$ cat src/inc/codec_path_pkg.sv
// Constants and types shared by the codec digital path control logic
package codec_path_pkg;
    // -----------------------------------------------------------------
    // Register map (word index on the control port)
    // -----------------------------------------------------------------
    localparam logic [6:0] ADDR_ANALOGUE_PATH = 7'h04;
    localparam logic [6:0] ADDR_DIGITAL_PATH = 7'h05;
    localparam logic [6:0] ADDR_SAMPLING = 7'h08;
    localparam logic [6:0] ADDR_SOFTWARE_RESET = 7'h0f;
    localparam logic [8:0] RESET_KEY = 9'h000;
    // Reset values
    localparam logic [8:0] APC_RESET = 9'h000;
    localparam logic [8:0] DPC_RESET = 9'h008;
    localparam logic [8:0] SC_RESET = 9'h000;
    // Field positions
    localparam int HPF_DIS_BIT = 0;
    localparam int DEEMP_LSB = 1;
    localparam int SOFT_MUTE_BIT = 3;
    localparam int HOLD_BIT = 4;
    localparam int DAC_MUTE_BIT = 3;
    localparam int DAC_SEL_BIT = 4;
    localparam int RATE_LSB = 2;
    localparam int HALVE_BIT = 6;
    // -----------------------------------------------------------------
    // Filter constants
    // -----------------------------------------------------------------
    localparam int HPF_SHIFT_LOW_RATE = 10;
    localparam int HPF_SHIFT_HIGH_RATE = 11;
    localparam int DEEMP_SHIFT_32K = 1;
    localparam int DEEMP_SHIFT_44K = 2;
    localparam int DEEMP_SHIFT_48K = 3;
    localparam logic [7:0] GAIN_FULL = 8'h80;
    localparam int GAIN_SHIFT = 7;
    localparam logic [8:0] CORE_PER_SAMPLE = 9'h100;
    localparam int FIFO_DEPTH = 16;
    // De-emphasis encodings
    localparam logic [1:0] DEEMP_OFF = 2'h0;
    localparam logic [1:0] DEEMP_32K = 2'h1;
    localparam logic [1:0] DEEMP_44K = 2'h2;
    // Stereo sample pair
    typedef struct packed {
        logic signed [23:0] left;
        logic signed [23:0] right;
    } stereo_t;
    // Software reset sequencer states
    typedef enum logic [2:0] {
        SR_IDLE = 3'b001,
        SR_ARMED = 3'b010,
        SR_ACTIVE = 3'b100
    } sreset_state_t;
endpackage

$ cat src/hw/codec_path_ctrl.sv
// Codec digital path control: registers, ADC high-pass, DAC filter, resets
`timescale 1ns/1ps

// ---------------------------------------------------------------------
// Stream FIFO
// ---------------------------------------------------------------------
module stream_fifo #(
    parameter int WIDTH = 48,
    parameter int DEPTH = 16
) (
    // Clock and reset
    input wire logic clk,
    input wire logic rst_b,
    input wire logic clr,
    // Fill side
    input wire logic in_valid,
    output logic in_ready,
    input wire logic [WIDTH-1:0] in_data,
    // Drain side
    output logic out_valid,
    input wire logic out_ready,
    output logic [WIDTH-1:0] out_data
);
    localparam int AW = $clog2(DEPTH);
    logic [WIDTH-1:0] mem [DEPTH];
    logic [AW-1:0] wr_q;
    logic [AW-1:0] rd_q;
    logic [AW:0] cnt_q;
    wire push = in_valid && in_ready;
    wire pop = out_valid && out_ready;
    assign in_ready = (cnt_q != (AW+1)'(DEPTH));
    assign out_valid = (cnt_q != '0);
    assign out_data = mem[rd_q];
    // Storage has no reset; only the pointers and the fill count need a defined value
    always_ff @(posedge clk) begin
        if (push) begin
            mem[wr_q] <= in_data;
        end
    end
    // Pointers and fill level
    always_ff @(posedge clk or negedge rst_b) begin
        if (!rst_b) begin
            wr_q <= '0;
            rd_q <= '0;
            cnt_q <= '0;
        end else if (clr) begin
            wr_q <= '0;
            rd_q <= '0;
            cnt_q <= '0;
        end else begin
            wr_q <= push ? wr_q + 1'b1 : wr_q;
            rd_q <= pop ? rd_q + 1'b1 : rd_q;
            cnt_q <= cnt_q + (AW+1)'(push) - (AW+1)'(pop);
        end
    end
endmodule

// ---------------------------------------------------------------------
// Top level
// ---------------------------------------------------------------------
module codec_path_ctrl (
    // Clock and reset
    input wire logic clk,
    input wire logic rst_b,
    input wire logic digital_core_supply_good,
    // Decoded control port words and framing pins
    input wire logic reg_wr,
    input wire logic [6:0] reg_addr,
    input wire logic [8:0] reg_data,
    input wire logic three_wire_mode,
    input wire logic control_chip_select_n,
    input wire logic control_sclk,
    input wire logic control_ack_phase,
    // Clocking mode
    input wire logic master_mode,
    input wire logic ext_rate_clock,
    // ADC sample stream
    input wire logic adc_in_valid,
    output logic adc_in_ready,
    input wire codec_path_pkg::stereo_t adc_in_data,
    output logic adc_out_valid,
    input wire logic adc_out_ready,
    output codec_path_pkg::stereo_t adc_out_data,
    // DAC sample stream and line outputs
    input wire logic dac_in_valid,
    output logic dac_in_ready,
    input wire codec_path_pkg::stereo_t dac_in_data,
    output logic signed [23:0] left_line_output,
    output logic signed [23:0] right_line_output,
    // Status
    output logic core_tick,
    output logic sample_tick,
    output logic device_in_reset,
    output logic [8:0] digital_path_status
);
    logic [8:0] apc_q, dpc_q, sc_q;
    logic por_q, sclk_q, cs_q, rate_q;
    codec_path_pkg::sreset_state_t sr_q, sr_d;
    logic signed [23:0] est_q [2];
    logic signed [23:0] deemp_q [2];
    logic signed [23:0] line_q [2];
    logic [7:0] gain_q;
    logic core_q, fs_tick_q, dac_rdy_q;
    logic [8:0] fs_cnt_q;
    logic hold_q;
    logic signed [23:0] adc_x [2], adc_y [2], dac_x [2], dac_y [2];
    logic signed [23:0] scaled [2];
    codec_path_pkg::stereo_t adc_res;
    // -----------------------------------------------------------------
    // Reset sources
    // -----------------------------------------------------------------
    // Supply drop and software reset both clear state synchronously
    wire soft_rst = (sr_q == codec_path_pkg::SR_ACTIVE);
    wire int_rst = por_q || soft_rst;
    wire cs_rise = control_chip_select_n && !cs_q;
    wire sclk_rise = control_sclk && !sclk_q;
    wire rst_wr = reg_wr && (reg_addr == codec_path_pkg::ADDR_SOFTWARE_RESET)
        && (reg_data == codec_path_pkg::RESET_KEY);
    // Sequencer: arm on the zero write, fire on the framing edge
    always_comb begin
        sr_d = sr_q;
        case (sr_q)
            codec_path_pkg::SR_IDLE: begin
                if (rst_wr) begin
                    sr_d = codec_path_pkg::SR_ARMED;
                end
            end
            codec_path_pkg::SR_ARMED: begin
                if (three_wire_mode ? cs_rise : control_ack_phase) begin
                    sr_d = codec_path_pkg::SR_ACTIVE;
                end
            end
            codec_path_pkg::SR_ACTIVE: begin
                if (three_wire_mode ? sclk_rise : !control_ack_phase) begin
                    sr_d = codec_path_pkg::SR_IDLE;
                end
            end
            default: sr_d = codec_path_pkg::SR_IDLE;
        endcase
    end
    // The sequencer is not cleared by the reset it produces
    always_ff @(posedge clk or negedge rst_b) begin
        if (!rst_b) begin
            sr_q <= codec_path_pkg::SR_IDLE;
            por_q <= 1'b1;
            cs_q <= 1'b1;
            sclk_q <= 1'b0;
        end else begin
            sr_q <= sr_d;
            por_q <= !digital_core_supply_good;
            cs_q <= control_chip_select_n;
            sclk_q <= control_sclk;
        end
    end
    // -----------------------------------------------------------------
    // Control registers
    // -----------------------------------------------------------------
    wire wr_apc = reg_wr && (reg_addr == codec_path_pkg::ADDR_ANALOGUE_PATH);
    wire wr_dpc = reg_wr && (reg_addr == codec_path_pkg::ADDR_DIGITAL_PATH);
    wire wr_sc = reg_wr && (reg_addr == codec_path_pkg::ADDR_SAMPLING);
    wire hpf_off = dpc_q[codec_path_pkg::HPF_DIS_BIT];
    wire hold_sel = dpc_q[codec_path_pkg::HOLD_BIT];
    wire [1:0] deemp_sel = dpc_q[codec_path_pkg::DEEMP_LSB +: 2];
    wire soft_mute = dpc_q[codec_path_pkg::SOFT_MUTE_BIT];
    wire dac_sel = apc_q[codec_path_pkg::DAC_SEL_BIT];
    wire dac_mute = apc_q[codec_path_pkg::DAC_MUTE_BIT];
    wire halve = sc_q[codec_path_pkg::HALVE_BIT];
    // Writes during a reset are dropped, the device is not listening
    always_ff @(posedge clk or negedge rst_b) begin
        if (!rst_b) begin
            apc_q <= codec_path_pkg::APC_RESET;
            dpc_q <= codec_path_pkg::DPC_RESET;
            sc_q <= codec_path_pkg::SC_RESET;
        end else if (int_rst) begin
            apc_q <= codec_path_pkg::APC_RESET;
            dpc_q <= codec_path_pkg::DPC_RESET;
            sc_q <= codec_path_pkg::SC_RESET;
        end else begin
            apc_q <= wr_apc ? reg_data : apc_q;
            dpc_q <= wr_dpc ? reg_data : dpc_q;
            sc_q <= wr_sc ? reg_data : sc_q;
        end
    end
    // -----------------------------------------------------------------
    // Core clock and sample rate
    // -----------------------------------------------------------------
    // Core runs every cycle, or every other one when halved
    wire core_next = halve ? !core_q : 1'b1;
    wire fs_wrap = (fs_cnt_q == codec_path_pkg::CORE_PER_SAMPLE - 9'h001);
    wire fs_next = master_mode ? (core_q && fs_wrap)
        : (ext_rate_clock && !rate_q);
    always_ff @(posedge clk or negedge rst_b) begin
        if (!rst_b) begin
            core_q <= 1'b1;
            fs_cnt_q <= '0;
            fs_tick_q <= 1'b0;
            rate_q <= 1'b0;
        end else if (int_rst) begin
            core_q <= 1'b1;
            fs_cnt_q <= '0;
            fs_tick_q <= 1'b0;
            rate_q <= ext_rate_clock;
        end else begin
            core_q <= core_next;
            fs_cnt_q <= !core_q ? fs_cnt_q : (fs_wrap ? '0 : fs_cnt_q + 1'b1);
            fs_tick_q <= fs_next;
            rate_q <= ext_rate_clock;
        end
    end
    // -----------------------------------------------------------------
    // ADC high-pass and offset hold
    // -----------------------------------------------------------------
    function automatic logic signed [23:0] sat24(logic signed [24:0] v);
        if (v > 25'sh07f_ffff) begin
            sat24 = 24'sh7f_ffff;
        end else if (v < -25'sh080_0000) begin
            sat24 = -24'sh80_0000;
        end else begin
            sat24 = v[23:0];
        end
    endfunction
    // Slower tracking at the higher rates keeps the corner fixed in Hz
    wire rate_hi = sc_q[codec_path_pkg::RATE_LSB + 3];
    wire [3:0] hpf_k = rate_hi ? 4'(codec_path_pkg::HPF_SHIFT_HIGH_RATE)
        : 4'(codec_path_pkg::HPF_SHIFT_LOW_RATE);
    wire adc_take = adc_in_valid && adc_in_ready;
    assign adc_x[0] = adc_in_data.left;
    assign adc_x[1] = adc_in_data.right;
    wire use_est = !hpf_off || hold_sel;
    for (genvar c = 0; c < 2; c++) begin : g_hpf
        wire signed [24:0] err = 25'(adc_x[c]) - 25'(est_q[c]);
        assign adc_y[c] = use_est ? sat24(err) : adc_x[c];
        // Estimate moves only while the filter is enabled
        always_ff @(posedge clk or negedge rst_b) begin
            if (!rst_b) begin
                est_q[c] <= '0;
            end else if (int_rst || (hpf_off && !hold_sel)) begin
                est_q[c] <= '0;
            end else if (adc_take && !hpf_off) begin
                est_q[c] <= est_q[c] + 24'(err >>> hpf_k);
            end
        end
    end
    assign adc_res.left = adc_y[0];
    assign adc_res.right = adc_y[1];
    // Output buffer; a stalled reader pushes back on the ADC source
    stream_fifo #(
        .WIDTH(48),
        .DEPTH(codec_path_pkg::FIFO_DEPTH)
    ) u_adc_fifo (
        .clk(clk),
        .rst_b(rst_b),
        .clr(int_rst),
        .in_valid(adc_in_valid),
        .in_ready(adc_in_ready),
        .in_data(adc_res),
        .out_valid(adc_out_valid),
        .out_ready(adc_out_ready),
        .out_data(adc_out_data)
    );
    // -----------------------------------------------------------------
    // DAC de-emphasis, soft mute and line outputs
    // -----------------------------------------------------------------
    wire dac_take = dac_in_valid && dac_rdy_q;
    wire [1:0] de_k = (deemp_sel == codec_path_pkg::DEEMP_32K)
        ? 2'(codec_path_pkg::DEEMP_SHIFT_32K)
        : (deemp_sel == codec_path_pkg::DEEMP_44K)
        ? 2'(codec_path_pkg::DEEMP_SHIFT_44K)
        : 2'(codec_path_pkg::DEEMP_SHIFT_48K);
    wire silent = !dac_sel || dac_mute || (gain_q == 8'h00);
    assign dac_x[0] = dac_in_data.left;
    assign dac_x[1] = dac_in_data.right;
    for (genvar c = 0; c < 2; c++) begin : g_dac
        wire signed [24:0] step = 25'(dac_x[c]) - 25'(deemp_q[c]);
        wire signed [24:0] lp = 25'(deemp_q[c]) + (step >>> de_k);
        wire signed [32:0] prod = 33'(deemp_q[c]) * $signed({1'b0, gain_q});
        assign dac_y[c] = (deemp_sel == codec_path_pkg::DEEMP_OFF)
            ? dac_x[c] : sat24(lp);
        assign scaled[c] = 24'(prod >>> codec_path_pkg::GAIN_SHIFT);
        always_ff @(posedge clk or negedge rst_b) begin
            if (!rst_b) begin
                deemp_q[c] <= '0;
                line_q[c] <= '0;
            end else if (int_rst) begin
                deemp_q[c] <= '0;
                line_q[c] <= '0;
            end else begin
                deemp_q[c] <= dac_take ? dac_y[c] : deemp_q[c];
                line_q[c] <= silent ? '0 : scaled[c];
            end
        end
    end
    // Gain walks one step per accepted sample, so 128 samples end to end
    wire ramp_dn = soft_mute && (gain_q != 8'h00);
    wire ramp_up = !soft_mute && (gain_q != codec_path_pkg::GAIN_FULL);
    always_ff @(posedge clk or negedge rst_b) begin
        if (!rst_b) begin
            gain_q <= 8'h00;
            dac_rdy_q <= 1'b0;
            hold_q <= 1'b0;
        end else if (int_rst) begin
            gain_q <= 8'h00;
            dac_rdy_q <= 1'b0;
            hold_q <= 1'b0;
        end else begin
            dac_rdy_q <= 1'b1;
            hold_q <= hpf_off && hold_sel;
            if (dac_take && ramp_dn) begin
                gain_q <= gain_q - 8'h01;
            end else if (dac_take && ramp_up) begin
                gain_q <= gain_q + 8'h01;
            end
        end
    end
    // -----------------------------------------------------------------
    // Outputs
    // -----------------------------------------------------------------
    assign dac_in_ready = dac_rdy_q;
    assign left_line_output = line_q[0];
    assign right_line_output = line_q[1];
    assign core_tick = core_q;
    assign sample_tick = fs_tick_q;
    assign device_in_reset = por_q || soft_rst;
    assign digital_path_status = dpc_q;
    // -----------------------------------------------------------------
    // Checks
    // -----------------------------------------------------------------
    a_hpf_bypass: assert property (@(posedge clk) disable iff (!rst_b)
        (hpf_off && !hold_sel && !int_rst) |-> (adc_res == adc_in_data))
        else $error("bypassed high-pass altered the sample");
    a_offset_frozen: assert property (@(posedge clk) disable iff (!rst_b)
        (hold_q && hpf_off && hold_sel && !int_rst)
        |-> (est_q[0] == $past(est_q[0])))
        else $error("held offset moved while filter disabled");
    a_offset_clear: assert property (@(posedge clk) disable iff (!rst_b)
        (hpf_off && !hold_sel) |=> (est_q[0] == '0))
        else $error("offset not cleared without hold");
    a_reset_default: assert property (@(posedge clk) disable iff (!rst_b)
        int_rst |=> (dpc_q == 9'h008 && apc_q == 9'h000))
        else $error("registers not at defaults after reset");
    a_reset_three_wire: assert property (@(posedge clk) disable iff (!rst_b)
        (sr_q == codec_path_pkg::SR_ARMED && three_wire_mode && cs_rise)
        |=> soft_rst)
        else $error("software reset missed select rising edge");
    a_reset_release: assert property (@(posedge clk) disable iff (!rst_b)
        (soft_rst && three_wire_mode && sclk_rise) |=> !soft_rst)
        else $error("software reset not released on clock rise");
    a_reset_two_wire: assert property (@(posedge clk) disable iff (!rst_b)
        (soft_rst && !three_wire_mode && control_ack_phase)
        |=> soft_rst)
        else $error("software reset ended during acknowledge");
    a_nonzero_ignored: assert property (@(posedge clk) disable iff (!rst_b)
        (sr_q == codec_path_pkg::SR_IDLE && reg_wr && !rst_wr)
        |=> (sr_q == codec_path_pkg::SR_IDLE))
        else $error("non-zero reset write took effect");
    a_line_silent: assert property (@(posedge clk) disable iff (!rst_b)
        (!dac_sel || dac_mute) |=> (line_q[0] == '0 && line_q[1] == '0))
        else $error("line output not silenced");
    a_gain_ramp: assert property (@(posedge clk) disable iff (!rst_b)
        (dac_take && ramp_dn && !int_rst)
        |=> (gain_q == $past(gain_q) - 8'h01))
        else $error("soft mute gain did not step down by one");
    a_core_halve: assert property (@(posedge clk) disable iff (!rst_b)
        (halve && $past(halve) && !int_rst && !$past(int_rst))
        |-> (core_q != $past(core_q)))
        else $error("halved core tick did not alternate");
endmodule

$ cat config.mk
export PLATFORM = sky130hd
export DESIGN_NAME = codec_path_ctrl
export DESIGN_NICKNAME = d
export VERILOG_FILES = /design/src/inc/codec_path_pkg.sv /design/src/hw/codec_path_ctrl.sv
export SDC_FILE = /design/constraint.sdc
export NUM_CORES = 2
export LEC_CHECK = 0
export ABC_AREA = 1
export BUFFER_PORTS_ARGS = -buffer_cell sky130_fd_sc_hd__buf_4
export CAP_MARGIN = 10
export CORE_MARGIN = 5
export CORE_UTILIZATION = 50
export DETAILED_ROUTE_END_ITERATION = 10
export HOLD_SLACK_MARGIN = 0.03
export PLACE_DENSITY = 0.68
export SLEW_MARGIN = 30
export SYNTH_ARGS = -nofsm -noshare
export SYNTH_HDL_FRONTEND = slang
export SYNTH_HIERARCHICAL = 1
export SYNTH_SLANG_ARGS = --single-unit
$ cat constraint.sdc
create_clock -name clk -period 5.15 [get_ports clk]
set_input_delay 1.03 -clock clk [delete_from_list [all_inputs] [get_ports clk]]
set_output_delay 1.03 -clock clk [all_outputs]
set_load 0.02 [all_outputs]
# After elaboration in Yosys (flattened, before gate mapping)

Memories as Yosys holds them, arrays and structs flattened.
Cells that the tools add are included.

Input port bits: 125
RAM bits: 768
Flip-flop bits (word level): 205
Memories kept: 1
ROM bits: 0
Word-level logic and storage cells: 172
Latch bits: 0

Memories:

| name           | depth | width | rd ports | clocked after Yosys merged registers in | write ports | RTL line              | text |
|---|---|---|---|---|---|---|---|
| u_adc_fifo.mem | 16    | 48    | 1        | 0                                       | 1           | codec_path_ctrl.sv:25 | `logic [WIDTH-1:0] mem [DEPTH];` |

Bitwise gates (word level): 0
Divide/modulo/power cells: 0
Shifts and indexed selects: 4
Equality and inequality tests: 15
$mul: 2
Order comparisons: 8
Add/sub/neg operators: 15
Muxes and demuxes: 57
Reductions and logical operators: 48

Operator list:

| operator             | count |
|---|---|
| $mux 24              | 24 |
| $gt 25x24->1 const B | 4 |
| $lt 25x24->1 const B | 4 |
| $sub 24x24->25       | 4 |
| $mul 24x9->31        | 2 |
| $add 24x25->25       | 2 |
| $sshr 25x2->25       | 2 |
| $sshr 25x4->24       | 2 |
| $add 24x24->24       | 2 |
| $mux 9               | 5 |
| $mux 8               | 3 |
| $logic_and 1x1->1    | 18 |
| $mux 4               | 4 |
| $reduce_bool 2->1    | 8 |
| $mux 5               | 3 |
| $eq 7x3->1 const B   | 2 |
| $eq 7x4->1 const B   | 2 |
| $mux 7               | 2 |
| $mux 1               | 11 |
| $logic_not 1->1      | 10 |
| $add 9x1->9 const B  | 1 |
| $eq 9x8->1 const B   | 1 |
| $logic_not 9->1      | 1 |
| $mux 3               | 3 |
| other kinds (23)     | 29 |

# Depth between registers and ports, before layout

Depth after elaboration: 11
Gate-level depth with buffers: 35
Depth with buffers taken out: 35

# Hierarchy

The synthesis kept the hierarchy.

By module, submodules not included:

| module          | area an instance (µm²) | instances | seq. area each (µm²) | cells an instance |
|---|---|---|---|---|
| codec_path_ctrl | 33751.1                | 1         | 4610.7               | 5108 |
| stream_fifo     | 32872.8                | 1         | 23387.4              | 3112 |

# Least setup slack after synthesis

OpenSTA, ideal clock, no wires.

Kind: register -> register
Start: register gain_q[4]
End: register line_q, in the netlist left_line_output[12]
Cell stages (with the launch flop): 25
Setup time: 117 ps
Buffers on the path: 4
Data arrival time: 4635 ps
Path slack: 398 ps
Cell sequence: dfrtp_1 > clkbuf_1 > clkbuf_1 > buf_1 > nand2_1 > inv_1 > fa_1 > fa_1 > inv_1 > fa_1 > inv_1 > fa_1 > ha_1 > buf_2 > nand2_1 > nor2_1 > inv_1 > o31ai_2 > inv_1 > nor2_1 > nor2_1 > o21ai_1 > nand2_1 > nand2_1 > nor2_1

Cells in the longest elaborated chain, start to end: 4

RTL lines:

| item                                                                  | RTL line               | text |
|---|---|---|
| from (decl)                                                           | codec_path_ctrl.sv:102 | `logic [7:0] gain_q;` |
| from (signal assigned)                                                | codec_path_ctrl.sv:309 | `gain_q <= gain_q - 8'h01;` |
| from (signal assigned)                                                | codec_path_ctrl.sv:311 | `gain_q <= gain_q + 8'h01;` |
| parallel branches: the longest is 2 deep, another holds $mul 24x9->31 | n/a                    |  |
| $mux 24 *                                                             | codec_path_ctrl.sv:289 | `line_q[c] <= silent ? '0 : scaled[c];` |
| $mux 24 *                                                             | codec_path_ctrl.sv:284 | `end else if (int_rst) begin` |
| to (signal, indexed assignment)                                       | codec_path_ctrl.sv:289 |  |
| to (decl)                                                             | codec_path_ctrl.sv:101 | `logic signed [23:0] line_q [2];` |

Mark *: on every way between the ends.
A chain may end at the register's enable or synchronous reset.

# Final worst setup path

Start: register gain_q[2]
End: register line_q, in the netlist left_line_output[13]

Same word-level chain as after synthesis.

==> impl_summary.md <==
Route
For this block, the routed nets add up to 194,000 um of wire. The detailed router finished its first iteration with 5,002 violations. The number of nets with antenna violations after routing is 0. The final route contains 55,100 vias. The post-detailed-route wirelength per cell is 18.8 um. After detailed routing, the number of remaining DRC violations is 0.

Dividing the detail-routed via count by the number of cells gives 5.34. The count of TritonRoute iterations in the first routing pass is 5.

Floorplan
236 I/O pins were placed. The floorplan has 134 rows. In this run the standard cell core region covers 133,000 um^2. The die covers 141,000 um^2. The floorplan step set the die height to 375 um. The starting utilization of the core area is 50.1%. The die width is 375 um.

Synthesis
The count of different cell masters after synthesis is 65. Among all cell types in the netlist, the one instantiated most often is sky130_fd_sc_hd__nand2_1. The synthesized netlist net count is 8,969. The dominant synthesized flop cell is sky130_fd_sc_hd__edfxtp_1. The commonest cells after synthesis are sky130_fd_sc_hd__nand2_1 (2,485), sky130_fd_sc_hd__inv_1 (1,355), sky130_fd_sc_hd__nor2_1 (796), sky130_fd_sc_hd__edfxtp_1 (768), sky130_fd_sc_hd__nand3_1 (479). In the post-synthesis netlist, the biggest area contributors are sky130_fd_sc_hd__edfxtp_1 (35%), sky130_fd_sc_hd__nand2_1 (14%), sky130_fd_sc_hd__fa_1 (9.0%), sky130_fd_sc_hd__inv_1 (7.6%), sky130_fd_sc_hd__dfrtp_1 (7.2%). Summed over its instances, the top area cell type makes up 34.6% of the synthesized netlist area.

The register bit total from synthesis is 965. The fraction of registers with async set or reset after synthesis is 20.4%. The cell area after technology mapping is 66,600 um^2. Averaged over all synthesized cells, the footprint is 8.11 um^2. Yosys mapped a number of flops with a built-in enable equal to 768. The count of synthesis-stage warnings from yosys is 6. Synthesis handed over a netlist of 8,220 instances. The cell accounting for the most synthesized area is sky130_fd_sc_hd__edfxtp_1. The share of the yosys chip area belonging to registers is 42.0%.

Layout
The area growth from synthesis to final layout is 12.0%. The final-stage net count is 9,204. The number of non-filler instances in the completed layout is 10,300. The filler cells instantiated in the layout total 12,000. The finished cells cover 74,600 um^2. Cells with a size suffix above 1 make up 8.08% of the layout.

Pwr
Cell internal power was estimated by the tool at 19,500 uW. Across the VDD grid, the largest voltage drop is 360 uV. The clock network fraction of design power is 21.9%. For this design the ratio of total power to cell area is 446 nW/um^2.

Net switching is 41.5% of the power. The portion of total power attributed to sequential cells is 33.8%. The switching power summed over all nets is 13,800 uW. The analysis attributes to cell leakage a power of 0.0365 uW. Power comes to 33,300 uW. Combinational logic is responsible for 44.3% of the overall power.

Placement
The post-detailed-placement cell area is 71,200 um^2. The quantity of I/O buffers inserted on ports is 235. The routability-driven placement congestion ratio is 0.970.

The pre-CTS setup slack is -74.1 ps. The wire-length estimate of the detail-placed layout is 135,000 um. The number of cells after detailed placement is 10,100.

STA
Hold timing on the final database bottoms out at a slack of 301 ps. Counting I/O delays and the setup requirement, the final critical path takes 4980 ps. Setup slack on the critical path of the routed design comes to 167 ps. The transition time at the pin with the least slew margin is 1070 ps. Dividing the final minimum period by the clock period gives 96.8%. Measured against its own limit, the worst slew margin works out to 28.8%. Clock skew on the completed layout was measured at 37.9 ps. The final max-slew violation count is 0. The count of final hold-check violations is 0. The highest clock frequency the design can meet is 0.201 GHz. The final-report setup violation count is 0.

CTS
The clock transition time at the flip-flop clock pins of the worst setup and hold paths is 60 ps. The number of buffers inserted to repair setup after CTS is 0. Hold repair after CTS inserted 0 buffers. The number of sinks handled by clock tree synthesis is 965. Counting along the longest clock path gives a buffer depth of 3. The clock latency on the worst-skew pair is 710 ps. The clock root buffer master is sky130_fd_sc_hd__clkbuf_16. The number of buffers added by the clock tree synthesis step is 104. TritonCTS built the clock tree. CTS built an H-tree with a depth of 3.

Outcome
The run finished with clean final reports.

Critical path
The highest net fanout along the worst path is 22. The worst register-to-register path begins at gain_q[2]. The capture instance of the worst register-to-register path is left_line_output[13]. The worst setup path is captured at a flop. The endpoint required time on the critical path is 5740 ps.

Data arrives at the worst endpoint at 5570 ps. The critical path in this run is classified as reg2reg. The worst reg-to-reg setup slack is 170 ps. The sort of element at the start of the critical path is a flop. The worst register-to-register path has a depth of 22. The largest stage delay on the critical path is 560 ps.

Broken down by cell family, the worst path's largest delay share belongs to adder cells. Together, buffers and inverters on the worst path number 7. The cell at the slowest stage of the critical path is sky130_fd_sc_hd__fa_1. The cell type with the highest occurrence count on the critical path is sky130_fd_sc_hd__nand2_1. The signal on the critical path passes through buf_12 > buf_12 > nand2_1 > fa_1 > inv_1 > fa_1 > inv_1 > fa_1 > inv_1 > fa_1 > ha_1 > nand2_1 > o21ai_0 > a21oi_1 > nand2_1 > buf_4 > nand3_1 > nand2_1 > nand2_1 > a21oi_1 > nor2_1 > buf_4.

Global routing
The most used routing layer is met2. The number of global-route vias before repair is 53,700. Entering global routing, the biggest net connects 224 pins. The first-pass GRT wire length is 302,000 um. Global routing consumed, on the met2 layer, 46.0% of the routing resources.

The initial antenna violation count is 11. The routing usage on met1 is 36.1%. The met3 global-route usage is 3.57%. The total grt overflow is 0. The total global routing track utilization is 27.1%.

Job
The max-capacitance violation count is 0.

Hold path
The worst min-delay path class is in2async.
==> final cells by class <==
class / count / area [um^2] / area share, %
Clock buffer: 134 / 2780 / 3.72
Multi-Input combinational cell: 5580 / 32300 / 43.2
Tap cell: 1768 / 2210 / 2.97
Inverter: 1365 / 5140 / 6.89
Timing Repair Buffer: 439 / 3660 / 4.90
Antenna cell: 9 / 22.5 / 0.0302
Clock inverter: 56 / 523 / 0.701
Sequential cell: 965 / 28000 / 37.5
==> sequential cells by signal, summed over array words and instances, names as in the netlist, 2 cells and up <==
signal	count
u_adc_fifo/cnt_q	5
right_line_output	24
left_line_output	24
u_adc_fifo/rd_q	4
gain_q	8
sc_q	2
apc_q	2
deemp_q	48
digital_path_status	9
est_q	48
fs_cnt_q	9
u_adc_fifo/wr_q	4
sr_q	3
u_adc_fifo/mem	768
==> cells by family (layout without fill, tap and decap cells) <==
| logic type | Yosys count | in the layout | synth area share [%] |
|---|---|---|---|
| multiplexers | 11 | 11 | 0.165 |
| adder cells (fa/ha/maj) | 624 | 624 | 15.1 |
| flip-flops | 965 | 965 | 42.0 |
| AO/OA/AOI/OAI | 875 | 875 | 7.34 |
| XOR/XNOR | 143 | 143 | 1.91 |
| buffers and inverters | 1675 | 1994 | 9.84 |
| AND/OR/NAND/NOR | 3927 | 3927 | 23.6 |
| other | 0 | 9 | 0 |
==> per-layer routing <==
layer	routed length, um	vias to the layer above
li1	-	26500
met2	93100	1955
met1	80500	26200
met3	13600	366
met4	6410	4
met5	34	-
==> timing repair <==
item	in CTS	in global routing
setup endpoints to repair	0	55
endpoints found under the hold margin	0	0
resized for setup	0	17
==> power by group through the flow <==
stage / combinational (uW) / sequential [uW] / clock, uW
4_1_cts: 14700 / 11200 / 7410
2_1_floorplan: 9400 / 11200 / 0
5_1_grt: 16300 / 11300 / 7750
3_3_place_gp: 14400 / 11400 / 0
3_5_place_dp: 14600 / 11400 / 0
6_report: 14800 / 11200 / 7290
==> worst max path at each step <==
stage / cells past startpoint / end / slack [ps] / startpoint
after detailed placement: 32 / deemp_q[34] / -70 / dac_in_data[24]
after global routing: 22 / left_line_output[12] / -4 / gain_q[2]
after floorplan: 24 / left_line_output[12] / 400 / gain_q[4]
after global placement: 34 / deemp_q[46] / -80 / dac_in_data[24]
final: 22 / left_line_output[13] / 170 / gain_q[2]
after CTS: 19 / left_line_output[11] / 200 / gain_q[2]
==> per-stage QoR <==
| stage | setup TNS (ps) | util (%) |
|---|---|---|
| 4_1_cts | 0 | 56.0 |
| 2_1_floorplan | 0 | - |
| 6_report | 0 | 56.1 |
| 5_1_grt | -3.95 | 56.1 |
| 3_5_place_dp | -1110 | 53.5 |
| 3_3_place_gp | -361 | 53.5 |
==> cell usage in the layout, fill, tap and decap left out, types with 56 or more instances in the layout <==
cell type                   Yosys  routed
sky130_fd_sc_hd__xnor2_1       56      56
sky130_fd_sc_hd__clkbuf_16      0     106
sky130_fd_sc_hd__buf_4         23     408
sky130_fd_sc_hd__ha_1         326     325
sky130_fd_sc_hd__nand2_1     2485    2485
sky130_fd_sc_hd__inv_1       1355    1352
sky130_fd_sc_hd__nand3_1      479     479
sky130_fd_sc_hd__xor2_1        86      86
sky130_fd_sc_hd__a21oi_1      371     368
sky130_fd_sc_hd__o21ai_0      272     271
sky130_fd_sc_hd__fa_1         298     298
sky130_fd_sc_hd__edfxtp_1     768     768
sky130_fd_sc_hd__nor2_1       796     774
sky130_fd_sc_hd__dfrtp_1      192     184
Power figures use the tool's default switching activity.
